[config.mk]
export PLATFORM = sky130hd
export DESIGN_NAME = dma_status_bank
export DESIGN_NICKNAME = d
export VERILOG_FILES = /design/src/core/dma_status_pkg.sv /design/src/core/dma_status_bank.sv
export VERILOG_INCLUDE_DIRS = /design/src /design/src/core
export SDC_FILE = /design/constraint.sdc
export NUM_CORES = 1
export LEC_CHECK = 0
export BUFFER_PORTS_ARGS = -buffer_cell sky130_fd_sc_hd__buf_2
export CORE_MARGIN = 2
export CORE_UTILIZATION = 47
export CTS_CLUSTER_DIAMETER = 120
export DETAILED_ROUTE_END_ITERATION = 10
export GPL_TIMING_DRIVEN = 0
export PLACE_DENSITY = 0.79
export RECOVER_POWER = 100
export REMOVE_ABC_BUFFERS = 1
export SETUP_SLACK_MARGIN = 0.1
export SLEW_MARGIN = 10
export SYNTH_ARGS = -nofsm -noshare
export SYNTH_HDL_FRONTEND = slang
export SYNTH_SLANG_ARGS = --single-unit
[constraint.sdc]
create_clock -name aclk -period 4.3 [get_ports aclk]
set_input_delay 0.215 -clock aclk [delete_from_list [all_inputs] [get_ports aclk]]
set_output_delay 0.215 -clock aclk [all_outputs]
set_load 0.02 [all_outputs]
[src/core/dma_status_params.svh]
// Offsets, field positions, reset values and masks of the DMA status bank.
// Assumes inclusion by the register bank module only.
`ifndef DMA_STATUS_PARAMS_SVH
`define DMA_STATUS_PARAMS_SVH

`define OFS_STATUS      8'h00
`define OFS_MODE        8'h04
`define OFS_ENABLE      8'h08
`define OFS_CLEAR       8'h0c
`define OFS_MITIGATION  8'h10

`define BIT_TX_DONE     0
`define BIT_TX_STOPPED  1
`define BIT_TX_UNAVAIL  2
`define BIT_TX_UNDERRUN 5
`define BIT_RX_DONE     6
`define BIT_RX_UNAVAIL  7
`define BIT_RX_STOPPED  8
`define BIT_EARLY_TX    10
`define BIT_GP_TIMER    11
`define BIT_ABNORMAL    15
`define BIT_NORMAL      16
`define POS_RX_STATE    17
`define POS_TX_STATE    20

`define FLAG_MASK       32'h0000_0de7
`define NORMAL_MASK     32'h0000_0845
`define ABNORMAL_MASK   32'h0000_05a2
`define MODE_MASK       32'h4060_e2df
`define MODE_FIXED      32'h0000_0000
`define MODE_RESET      32'h0000_0000
`define ENABLE_RESET    32'h0000_0000
`define MITIG_RESET     32'h0000_0000

`endif

[src/core/dma_status_pkg.sv]
// Types shared by the DMA status bank and its surroundings.
// Assumes the constants header is on the include path.
package dma_status_pkg;

  // One-cycle event pulses and levels from the transmit and receive engines.
  typedef struct packed {
    logic gp_timer_zero;
    logic tx_frame_in_fifo;
    logic rx_stopped_state;
    logic rx_desc_host_owned;
    logic rx_frame_written;
    logic tx_fifo_underflow;
    logic tx_desc_host_owned;
    logic tx_stopped_state;
    logic tx_frame_sent;
    logic rx_poll_demand;
    logic rx_frame_recognized;
    logic tx_poll_demand;
    logic tx_auto_poll;
  } dma_events_s;

  typedef struct packed {
    logic [3:0] unused_hi;
    logic [7:0] transmit_mitigation_timer;
    logic [3:0] transmit_mitigation_frame_count;
    logic [3:0] unused_lo;
    logic [7:0] receive_mitigation_timer;
    logic [3:0] receive_mitigation_frame_count;
  } mitig_cfg_s;

endpackage : dma_status_pkg

[src/core/dma_status_bank.sv]
// Status-flag and operation-mode register bank of a MAC DMA engine.
// Assumes engine events arrive on aclk; software uses an AXI4-Lite master.
`timescale 1ns/100ps
`include "dma_status_params.svh"

module dma_status_bank
  import dma_status_pkg::*;
#(
  parameter int ADDR_W = 8
) (
  input  wire logic              aclk,
  input  wire logic              aresetn,
  input  wire logic [ADDR_W-1:0] awaddr,
  input  wire logic              awvalid,
  output logic                   awready,
  input  wire logic [31:0]       wdata,
  input  wire logic [3:0]        wstrb,
  input  wire logic              wvalid,
  output logic                   wready,
  output logic [1:0]             bresp,
  output logic                   bvalid,
  input  wire logic              bready,
  input  wire logic [ADDR_W-1:0] araddr,
  input  wire logic              arvalid,
  output logic                   arready,
  output logic [31:0]            rdata,
  output logic [1:0]             rresp,
  output logic                   rvalid,
  input  wire logic              rready,
  input  wire dma_events_s       events,
  input  wire logic [2:0]        tx_state,
  input  wire logic [2:0]        rx_state,
  output logic [31:0]            operation_mode_control,
  output logic                   rx_suspended,
  output logic                   tx_suspended,
  output logic                   irq
);

  logic [ADDR_W-1:0] wr_addr;
  logic [31:0]       wr_data;
  logic [3:0]        wr_strb;
  logic              wr_go;
  logic [31:0]       flags;
  logic [31:0]       enable;
  mitig_cfg_s        mitig;
  logic [31:0]       set_vec;
  logic [31:0]       clr_vec;
  logic [31:0]       next_flags;
  logic [31:0]       status_view;
  logic [31:0]       byte_mask;
  logic              rx_stop_prev;
  logic              tx_stop_prev;
  logic [1:0]        done_evt;
  logic [1:0]        done_fire;
  logic [3:0]        cfg_count [2];
  logic [7:0]        cfg_timer [2];

  function automatic logic [31:0] strobe_mask(input logic [3:0] s);
    logic [31:0] m;
    m = 32'h0;
    for (int i = 0; i < 4; i++) begin
      m[i*8 +: 8] = {8{s[i]}};
    end
    return m;
  endfunction : strobe_mask

  // Write address and data are taken independently; the write runs once
  // both are held and no response is outstanding.
  assign wr_go     = !awready && !wready && !bvalid;
  assign byte_mask = strobe_mask(wr_strb);

  always_ff @(posedge aclk) begin
    if (!aresetn) begin
      awready <= 1'b1;
      wr_addr <= '0;
    end else if (awvalid && awready) begin
      awready <= 1'b0;
      wr_addr <= awaddr;
    end else if (bvalid && bready) begin
      awready <= 1'b1;
    end
  end

  always_ff @(posedge aclk) begin
    if (!aresetn) begin
      wready  <= 1'b1;
      wr_data <= 32'h0;
      wr_strb <= 4'h0;
    end else if (wvalid && wready) begin
      wready  <= 1'b0;
      wr_data <= wdata;
      wr_strb <= wstrb;
    end else if (bvalid && bready) begin
      wready <= 1'b1;
    end
  end

  always_ff @(posedge aclk) begin
    if (!aresetn) begin
      bvalid <= 1'b0;
      bresp  <= 2'h0;
    end else if (wr_go) begin
      bvalid <= 1'b1;
      case (8'(wr_addr))
        `OFS_STATUS, `OFS_MODE, `OFS_ENABLE, `OFS_CLEAR,
        `OFS_MITIGATION: bresp <= 2'h0;
        default:         bresp <= 2'h2;
      endcase
    end else if (bready) begin
      bvalid <= 1'b0;
    end
  end

  // Only implemented mode bits take writes; the rest hold the fixed value.
  always_ff @(posedge aclk) begin
    if (!aresetn) begin
      operation_mode_control <= `MODE_RESET | `MODE_FIXED;
    end else if (wr_go && 8'(wr_addr) == `OFS_MODE) begin
      operation_mode_control <= (operation_mode_control
        & ~(byte_mask & `MODE_MASK))
        | (wr_data & byte_mask & `MODE_MASK);
    end
  end

  always_ff @(posedge aclk) begin
    if (!aresetn) begin
      enable <= `ENABLE_RESET;
    end else if (wr_go && 8'(wr_addr) == `OFS_ENABLE) begin
      enable <= (enable & ~byte_mask) | (wr_data & byte_mask & `FLAG_MASK);
    end
  end

  always_ff @(posedge aclk) begin
    if (!aresetn) begin
      mitig <= `MITIG_RESET;
    end else if (wr_go && 8'(wr_addr) == `OFS_MITIGATION) begin
      mitig <= (mitig & ~byte_mask) | (wr_data & byte_mask);
    end
  end

  // Frame-done mitigation: count 0 and timer 0 passes each event at once;
  // otherwise the flag waits for the count or the timer, whichever first.
  assign done_evt     = {events.tx_frame_sent, events.rx_frame_written};
  assign cfg_count[0] = mitig.receive_mitigation_frame_count;
  assign cfg_timer[0] = mitig.receive_mitigation_timer;
  assign cfg_count[1] = mitig.transmit_mitigation_frame_count;
  assign cfg_timer[1] = mitig.transmit_mitigation_timer;

  for (genvar c = 0; c < 2; c++) begin : g_mitig
    logic [3:0] pend;
    logic [7:0] age;
    logic       by_count;
    logic       by_timer;
    assign by_count = done_evt[c] && ((cfg_count[c] == 4'h0
      && cfg_timer[c] == 8'h0) || (cfg_count[c] != 4'h0
      && ({1'b0, pend} + 5'h01) >= {1'b0, cfg_count[c]}));
    assign by_timer = pend != 4'h0 && cfg_timer[c] != 8'h0
      && age >= cfg_timer[c];
    assign done_fire[c] = by_count || by_timer;
    always_ff @(posedge aclk) begin
      if (!aresetn || done_fire[c]) begin
        pend <= 4'h0;
        age  <= 8'h0;
      end else begin
        if (done_evt[c] && pend != 4'hf) begin
          pend <= pend + 4'h1;
        end
        if ((pend != 4'h0 || done_evt[c]) && age != 8'hff) begin
          age <= age + 8'h1;
        end
      end
    end
  end

  always_ff @(posedge aclk) begin
    if (!aresetn) begin
      rx_stop_prev <= 1'b1;
      tx_stop_prev <= 1'b1;
    end else begin
      rx_stop_prev <= events.rx_stopped_state;
      tx_stop_prev <= events.tx_stopped_state;
    end
  end

  always_comb begin
    set_vec = 32'h0;
    set_vec[`BIT_GP_TIMER]    = events.gp_timer_zero;
    set_vec[`BIT_EARLY_TX]    = events.tx_frame_in_fifo;
    set_vec[`BIT_RX_STOPPED]  = events.rx_stopped_state && !rx_stop_prev;
    set_vec[`BIT_RX_UNAVAIL]  = events.rx_desc_host_owned;
    set_vec[`BIT_RX_DONE]     = done_fire[0];
    set_vec[`BIT_TX_UNDERRUN] = events.tx_fifo_underflow;
    set_vec[`BIT_TX_UNAVAIL]  = events.tx_desc_host_owned;
    set_vec[`BIT_TX_STOPPED]  = events.tx_stopped_state & ~tx_stop_prev;
    set_vec[`BIT_TX_DONE]     = done_fire[1];
  end

  // Both the status offset and the write-only clear offset clear by ones.
  assign clr_vec = (wr_go && (8'(wr_addr) == `OFS_STATUS
    || 8'(wr_addr) == `OFS_CLEAR)) ? (wr_data & byte_mask & `FLAG_MASK)
    : 32'h0;
  assign next_flags = (flags & ~clr_vec) | set_vec;

  always_ff @(posedge aclk) begin
    if (!aresetn) begin
      flags <= 32'h0;
    end else begin
      flags <= next_flags;
    end
  end

  // Suspension is set with the flag; a new descriptor problem in the same
  // cycle as a resume keeps the process suspended.
  always_ff @(posedge aclk) begin
    if (!aresetn) begin
      rx_suspended <= 1'b0;
    end else if (events.rx_desc_host_owned) begin
      rx_suspended <= 1'b1;
    end else if (events.rx_poll_demand || events.rx_frame_recognized) begin
      rx_suspended <= 1'b0;
    end
  end

  always_ff @(posedge aclk) begin
    if (!aresetn) begin
      tx_suspended <= 1'b0;
    end else if (events.tx_desc_host_owned || events.tx_fifo_underflow) begin
      tx_suspended <= 1'b1;
    end else if (events.tx_poll_demand || events.tx_auto_poll) begin
      tx_suspended <= 1'b0;
    end
  end

  always_comb begin
    status_view = flags & `FLAG_MASK;
    status_view[`BIT_NORMAL] = |(flags & enable & `NORMAL_MASK);
    status_view[`BIT_ABNORMAL] = |(flags & enable & `ABNORMAL_MASK);
    status_view[`POS_RX_STATE +: 3] = rx_state;
    status_view[`POS_TX_STATE +: 3] = tx_state;
  end

  // Registered so the pin is glitch-free; it lags the flag by one cycle.
  always_ff @(posedge aclk) begin
    if (!aresetn) begin
      irq <= 1'b0;
    end else begin
      irq <= |(flags & enable & `FLAG_MASK);
    end
  end

  always_ff @(posedge aclk) begin
    if (!aresetn) begin
      arready <= 1'b1;
      rvalid  <= 1'b0;
      rdata   <= 32'h0;
      rresp   <= 2'h0;
    end else if (arvalid && arready) begin
      arready <= 1'b0;
      rvalid  <= 1'b1;
      rresp   <= 2'h0;
      case (8'(araddr))
        `OFS_STATUS:     rdata <= status_view;
        `OFS_MODE:       rdata <= operation_mode_control;
        `OFS_ENABLE:     rdata <= enable;
        `OFS_CLEAR:      rdata <= 32'h0;
        `OFS_MITIGATION: rdata <= mitig;
        default: begin
          rdata <= 32'h0;
          rresp <= 2'h2;
        end
      endcase
    end else if (rvalid && rready) begin
      rvalid  <= 1'b0;
      arready <= 1'b1;
    end
  end

  property p_gp_timer;
    @(posedge aclk) disable iff (!aresetn)
    events.gp_timer_zero |=> flags[`BIT_GP_TIMER];
  endproperty
  a_gp_timer: assert property (p_gp_timer) else $error("timer flag");

  property p_early_tx;
    @(posedge aclk) disable iff (!aresetn)
    events.tx_frame_in_fifo |=> flags[`BIT_EARLY_TX];
  endproperty
  a_early_tx: assert property (p_early_tx) else $error("early flag");

  property p_rx_stop;
    @(posedge aclk) disable iff (!aresetn)
    $rose(events.rx_stopped_state) |=> flags[`BIT_RX_STOPPED];
  endproperty
  a_rx_stop: assert property (p_rx_stop) else $error("rx stop missed");

  property p_rx_unavail;
    @(posedge aclk) disable iff (!aresetn)
    events.rx_desc_host_owned |=> flags[`BIT_RX_UNAVAIL] && rx_suspended;
  endproperty
  a_rx_unavail: assert property (p_rx_unavail) else $error("rx unavail");

  property p_rx_resume;
    @(posedge aclk) disable iff (!aresetn)
    rx_suspended && !events.rx_desc_host_owned
      && (events.rx_poll_demand || events.rx_frame_recognized)
      |=> !rx_suspended;
  endproperty
  a_rx_resume: assert property (p_rx_resume) else $error("rx no resume");

  property p_rx_done;
    @(posedge aclk) disable iff (!aresetn)
    events.rx_frame_written && mitig[11:0] == 12'h0
      |=> flags[`BIT_RX_DONE];
  endproperty
  a_rx_done: assert property (p_rx_done) else $error("rx done missed");

  property p_rx_delay;
    @(posedge aclk) disable iff (!aresetn)
    events.rx_frame_written && mitig[3:0] == 4'h2 && mitig[11:4] == 8'h0
      && g_mitig[0].pend == 4'h0 && !flags[`BIT_RX_DONE]
      |=> !flags[`BIT_RX_DONE];
  endproperty
  a_rx_delay: assert property (p_rx_delay) else $error("rx not held");

  property p_tx_susp;
    @(posedge aclk) disable iff (!aresetn)
    events.tx_fifo_underflow |=> flags[`BIT_TX_UNDERRUN] && tx_suspended;
  endproperty
  a_tx_susp: assert property (p_tx_susp) else $error("underflow missed");

  property p_tx_unavail;
    @(posedge aclk) disable iff (!aresetn)
    events.tx_desc_host_owned |=> flags[`BIT_TX_UNAVAIL] && tx_suspended;
  endproperty
  a_tx_unavail: assert property (p_tx_unavail) else $error("tx unavail");

  property p_tx_resume;
    @(posedge aclk) disable iff (!aresetn)
    tx_suspended && !events.tx_desc_host_owned && !events.tx_fifo_underflow
      && (events.tx_poll_demand || events.tx_auto_poll) |=> !tx_suspended;
  endproperty
  a_tx_resume: assert property (p_tx_resume) else $error("tx no resume");

  property p_tx_stop;
    @(posedge aclk) disable iff (!aresetn)
    $rose(events.tx_stopped_state) |=> flags[`BIT_TX_STOPPED];
  endproperty
  a_tx_stop: assert property (p_tx_stop) else $error("tx stop missed");

  property p_tx_done;
    @(posedge aclk) disable iff (!aresetn)
    events.tx_frame_sent && mitig[27:16] == 12'h0 |=> flags[`BIT_TX_DONE];
  endproperty
  a_tx_done: assert property (p_tx_done) else $error("tx done missed");

  property p_tx_delay;
    @(posedge aclk) disable iff (!aresetn)
    events.tx_frame_sent && mitig[19:16] == 4'h2 && mitig[27:20] == 8'h0
      && g_mitig[1].pend == 4'h0 && !flags[`BIT_TX_DONE]
      |=> !flags[`BIT_TX_DONE];
  endproperty
  a_tx_delay: assert property (p_tx_delay) else $error("tx not held");

  property p_clear;
    @(posedge aclk) disable iff (!aresetn)
    wr_go && (8'(wr_addr) == `OFS_STATUS || 8'(wr_addr) == `OFS_CLEAR)
      && wr_strb[0] && wr_data[0] && !set_vec[0] |=> !flags[0];
  endproperty
  a_clear: assert property (p_clear) else $error("w1c failed");

  property p_keep;
    @(posedge aclk) disable iff (!aresetn)
    flags[`BIT_GP_TIMER] && !(wr_go && wr_data[`BIT_GP_TIMER])
      |=> flags[`BIT_GP_TIMER];
  endproperty
  a_keep: assert property (p_keep) else $error("flag lost");

  property p_fixed;
    @(posedge aclk) disable iff (!aresetn)
    arvalid && arready && 8'(araddr) == `OFS_MODE
      |=> (rdata & ~`MODE_MASK) == `MODE_FIXED;
  endproperty
  a_fixed: assert property (p_fixed) else $error("fixed bits moved");

  property p_summary;
    @(posedge aclk) disable iff (!aresetn)
    arvalid && arready && 8'(araddr) == `OFS_STATUS
      |=> rdata[`BIT_NORMAL] == |($past(flags & enable) & `NORMAL_MASK);
  endproperty
  a_summary: assert property (p_summary) else $error("summary wrong");

  property p_set_wins;
    @(posedge aclk) disable iff (!aresetn)
    set_vec[`BIT_TX_DONE] && clr_vec[`BIT_TX_DONE] |=> flags[`BIT_TX_DONE];
  endproperty
  a_set_wins: assert property (p_set_wins) else $error("set lost");

  c_irq: cover property (@(posedge aclk) disable iff (!aresetn) $rose(irq));
  c_mitig: cover property (@(posedge aclk) disable iff (!aresetn)
    g_mitig[0].by_timer);
  c_resume: cover property (@(posedge aclk) disable iff (!aresetn)
    $fell(tx_suspended));
  c_race: cover property (@(posedge aclk) disable iff (!aresetn)
    |(set_vec & clr_vec));

endmodule : dma_status_bank

Word level (Yosys, flattened, before mapping)
Index checks and enable logic that the tools add are counted.

Register bits: 242. Bits of input ports: 78. Output and inout bits: 76.

$lt $le $gt $ge: 4. Eq/ne operators: 12. Bitwise logic cells: 15. Reduce and logical (&&, ||, !) cells: 66. Muxes and demuxes: 17. Add/sub/neg operators: 6.

Operators with widths (count): $and A32 B32 Y32 (5); $pmux W32 S4 (1); $or A32 B12 Y32 (2); $eq A8 B4 Y1 const B (4); $logic_not A8 Y1 (4); $not A12 Y32 (1); $not A31 Y32 (1); $not A32 Y32 (1); $or A32 B31 Y32 (1); $or A32 B32 Y32 (1); $logic_and A1 B1 Y1 (26); $add A8 B1 Y8 const B (2); $eq A8 B3 Y1 const B (2); $eq A8 B5 Y1 const B (2); $ge A8 B8 Y1 (2); $ne A8 B8 Y1 const B (2); $reduce_bool A4 Y1 (4); $reduce_bool A8 Y1 (2); $reduce_or A5 Y1 (3); $mux W1 (13); $and A12 B12 Y12 (1); $logic_or A1 B1 Y1 (12); $mux W12 (1); $reduce_bool A2 Y1 (6); other kinds (11) (21).

Longest topological paths before layout
Depth after elaboration: 8. Mapped depth: 9. Mapped depth without buffers: 7.

Worst setup path before layout
No wires, ideal clock.

Kind: reg2reg. Start point: register g_mitig[1].pend[0]. End point: register g_mitig[1].age[6]. Stages on the path, launching flop included: 9. Slack: 2.257 ns. Library setup time: 0.086 ns. Data arrival time: 1.958 ns. Cell sequence: dfxtp_1 > inv_1 > ha_1 > ha_1 > a211oi_1 > o21ai_0 > a221o_1 > clkbuf_1 > a211oi_1.

Word-level cells in the longest chain between the ends: 7.

RTL lines: from (decl) (line dma_status_bank.sv:150) `logic [3:0] pend;`; from (signal assigned) (line dma_status_bank.sv:166) `pend <= pend + 4'h1;`; $add A4 B1 Y5 (line dma_status_bank.sv:156) `&& ({1'b0, pend} + 5'h01) >= {1'b0, cfg_count[c]}));`; $ge A5 B4 Y1 (line dma_status_bank.sv:156); $logic_and A1 B1 Y1 (line dma_status_bank.sv:156); $logic_or A1 B1 Y1 (line dma_status_bank.sv:155) `&& cfg_timer[c] == 8'h0) || (cfg_count[c] != 4'h0`; $logic_and A1 B1 Y1 (line dma_status_bank.sv:154) `assign by_count = done_evt[c] && ((cfg_count[c] == 4'h0`; $logic_or A1 B1 Y1 (line dma_status_bank.sv:159) `assign done_fire[c] = by_count || by_timer;`; $logic_or A1 B1 Y1 (line dma_status_bank.sv:161) `if (!aresetn || done_fire[c]) begin`; to (signal assigned) (line dma_status_bank.sv:169) `age <= age + 8'h1;`; to (decl) (line dma_status_bank.sv:151) `logic [7:0] age;`.

Parallel ways exist; a longest one is shown, timed or not. A chain may end at the register's enable or synchronous reset.

==> metrics.md <==
| Metric | Value |
|---|---|
| Outcome | finished with violations |
| RSZ-0062 raised after global routing | false |
| Root Driver | clkbuf_16 |
| Clock-pin slew on the worst setup and hold paths | 0.07 ns |
| Pwr per Cell Area | 379.0 mW/mm^2 |
| Routed len/inst | between 15 and 20 um |
| Normalized max-slew margin | -40.06% |
| DR iter-0 viols | 672 |
| Postcts setup bufs | 0 |
| Dpl cells | 1341 |
| Startpoint type of the worst setup path | flip-flop |
| Critical path class | flip-flop to flip-flop |
| Worst-path fanout max | 15 |
| Synth Register Bits | between 150 and 200 |
| PortBufs | between 100 and 150 |
| Syn Area/Cell | 8.495 sq um |
| Largest net degree at the start of global routing | slightly below 70 |
| Async set-or-reset flop fraction in the synthesized netlist | 0% |
| Sum Neg Setup Slack | 0 ns |
| Total number of vias | 7698 |
| Lkg Pwr | 3.765 nW |
| H-tree levels | 4 |
| Worst-Margin Slew | 2.100 ns |
| Hold Startpoint | wdata[1] |
| Ys flop type | dfxtp_1 |
| Min Clock Period, post-route | ~3.1 ns |
| Distinct cells, synth | 64 |
| CTS Hold Buffers Added | 2 |
| Worst Reg2Reg Path Length in Cells | 7 |
| Power Total | approximately 3.8 mW |
| # DRC | 0 |
| Post-DP HPWL | 16270 um |
| Hold path endpoint | wr_data[1]$_SDFFE_PN0P_ |
| Net Sw Frac | 24.31% |
| Initial antenna violation count | 0 |
| Clk_lat worst skew | 0.43 ns |
| Failing checks | max-capacitance violations, max-slew violations |
| Setup ws final | around 1.2 ns |
| Clock sink count | between 150 and 200 |
| Worst hold stages | 3 |
| First-pass GRT wire length | 37140 um |
| Total core area | roughly 0.018 sq mm |
| GP Congestion | 0.8718 |
| 1st-pass router iterations | 5 |
| Io pins | between 150 and 200 |
| Clk network pwr share | 42.0% |
| Internal power | 2.862 mW |
| Post-cts sizing count | 0 |
| Critical path arrival | 3.44 ns |
| Vias/cell | 5.599 |
| Starting Density | 48.24% |
| Inserted Clock Buffers | 17 |
| Max VDD drop | 0.0002509 V |
| Post-route ant nets | 0 |
| Seq/Total Area, Yosys | 45.66% |
| Worst min-delay path class | input port to flip-flop |
| DIE WIDTH | 140.2 um |
| DIE AREA | 0.01967 sq mm |
| Commonest non-fill, non-tap cell in the layout | dfxtp_1 |
| Period utilization | 73.21% |
| YS warnings | 0 |
| Pre-CTS setup slack | 1.533 ns |
| # rows | 49 |
| Layout cell share with drive strength beyond 1 | 11.95% |
| Antenna Cells | 0 |
| Fmax | 317.6 MHz |
| GR Overflow Total | 0 |
| Setup violators final | 0 |
| Total track usage | 23.51% |
| CTS tree | built |
| Finished Layout Cells | 1375 |
| R2R setup slack | 1.15 ns |
| CP Capture Type | flip-flop |
| Final nets | 1241 |
| Post-synth EDFFs | 0 |
| Psw | 0.9195 mW |
| Area Overhead vs Synth | 14.38% |
| Longest Clk Path Bufs | 2 |
| Worst r2r src | wr_addr[0]$_SDFFE_PN0P_ |
| Gate Count Post-Synth | 1027 |
| Sequential share of power | between 50% and 60% |
| Detailed-route wire length | 23040 um |
| Final hold viol count | 0 |
| Die H | 140.2 um |
| Max-cap viol count | 1 |
| Critical Path RT | 4.59 ns |
| Worst clock skew | ~0.0088 ns |
| Logic pwr share | 7.1% |
| Vias in the first global route | 7387 |
| Most frequent cells in the layout | dfxtp_1 (199), nand2_1 (191), a21oi_1 (103) |
| Post-Syn Area | between 0.008 and 0.009 sq mm |
| Max-slew violations | 38 |
## worst max-delay path by stage
stage	from	end	slack (ns)	cells past startpoint
2_1_floorplan	aresetn	rdata[10]$_SDFFE_PN0P_	1.56	3
3_3_place_gp	aresetn	rdata[17]$_SDFFE_PN0P_	-0.60	4
3_5_place_dp	aresetn	rdata[27]$_SDFFE_PN0P_	1.53	6
4_1_cts	wr_addr[0]$_SDFFE_PN0P_	flip-flop	1.67	7
5_1_grt	wr_addr[0]$_SDFFE_PN0P_	flip-flop	0.90	7
6_report	wr_addr[0]$_SDFFE_PN0P_	flip-flop	1.15	7
## worst max-delay path, cell delays in order (launching register included)
cell and delay (ns):
dfxtp_1 0.31, or4_1 0.63, nor4_2 1.18, buf_6 0.29, buf_6 0.17, nand2_1 0.20
nand2_1 0.14, a21oi_1 0.08
## power by group through the flow
stage / logic (mW) / registers, mW / clock network (mW)
finish: 0.269 / 1.92 / 1.59
global route: 0.298 / 1.93 / 1.67
CTS: 0.273 / 1.92 / 1.60
detailed placement: 0.269 / 1.97 / 0
global placement: 0.256 / 1.96 / 0
floorplan: 0.147 / 1.96 / 0
## per-layer routing
layer / GRT usage, % / up-vias / part of all wire, %
met3: 5.060 / 57 / 6.5
met4: 10.79 / 0 / 3.6
met1: 30.67 / 3612 / 44
met2: 37.41 / 258 / 46
li1: - / 3771 / -
met5: 0 / - / 0
## layout make-up
| cell class | instances | area (sq um) |
|---|---|---|
| fill | 1683 | 8107 |
| sequential | 199 | 3984 |
| multi-input combinational | 737 | 4295 |
| inverter | 38 | 145.1 |
| clock inverter | 11 | 125.1 |
| clock buffer | 21 | 460.4 |
| tap | 229 | 286.5 |
| timing repair buffer | 140 | 683.2 |
## through the flow
| stage | instance area [sq um] | utilization (%) | hold slack, ns |
|---|---|---|---|
| 2_1_floorplan | 8433 | - | 0.2880 |
| 3_3_place_gp | 9385 | 51.89 | 0.4160 |
| 3_5_place_dp | 9474 | 52.38 | 0.4213 |
| 4_1_cts | 10080 | 55.73 | 0.003557 |
| 5_1_grt | 9980 | 55.18 | 0.01813 |
| 6_report | 9980 | 55.18 | 0.01123 |
## synth_stat cells, drive strengths merged (3+ instances only)
cell type	instances	area, sq um
a211oi	5	37.54
mux2i	14	140.1
a22oi	20	150.1
xor2	4	35.03
or4	3	30.03
and2	21	132.6
clkbuf	38	142.6
nand3b	5	37.54
a21o	7	52.55
nor4	7	73.82
nor2	32	120.1
buf	34	220.2
nand2b	10	62.56
a21oi	103	515.5
xnor2	7	61.31
ha	30	375.4
a21bo	3	30.03
a221oi	3	26.28
inv	37	138.9
a22o	33	289.0
nand2	192	720.7
mux2	8	90.09
nor3	10	66.32
nand4	5	31.28
nand3	74	375.4
and3	14	90.08
dfxtp	199	3984
a31oi	12	75.07
nor2b	7	43.79
o21ai	59	295.3
## cells by family (layout without fill, tap and decap cells)
| group | count (synthesis) | count (layout) | share of synthesized area (%) |
|---|---|---|---|
| muxes | 22 | 22 | 2.639 |
| AOI/OAI and AO/OA | 260 | 260 | 18.39 |
| and+or+nand+nor | 393 | 393 | 21.96 |
| xor gates and xnor gates | 11 | 11 | 1.104 |
| other | 1 | 20 | 0.04298 |
| DFF | 199 | 199 | 45.66 |
| buffers and inverters | 110 | 210 | 5.794 |
| adders and majority gates | 31 | 31 | 4.417 |
No activity file was read; power rests on OpenSTA's default activity.
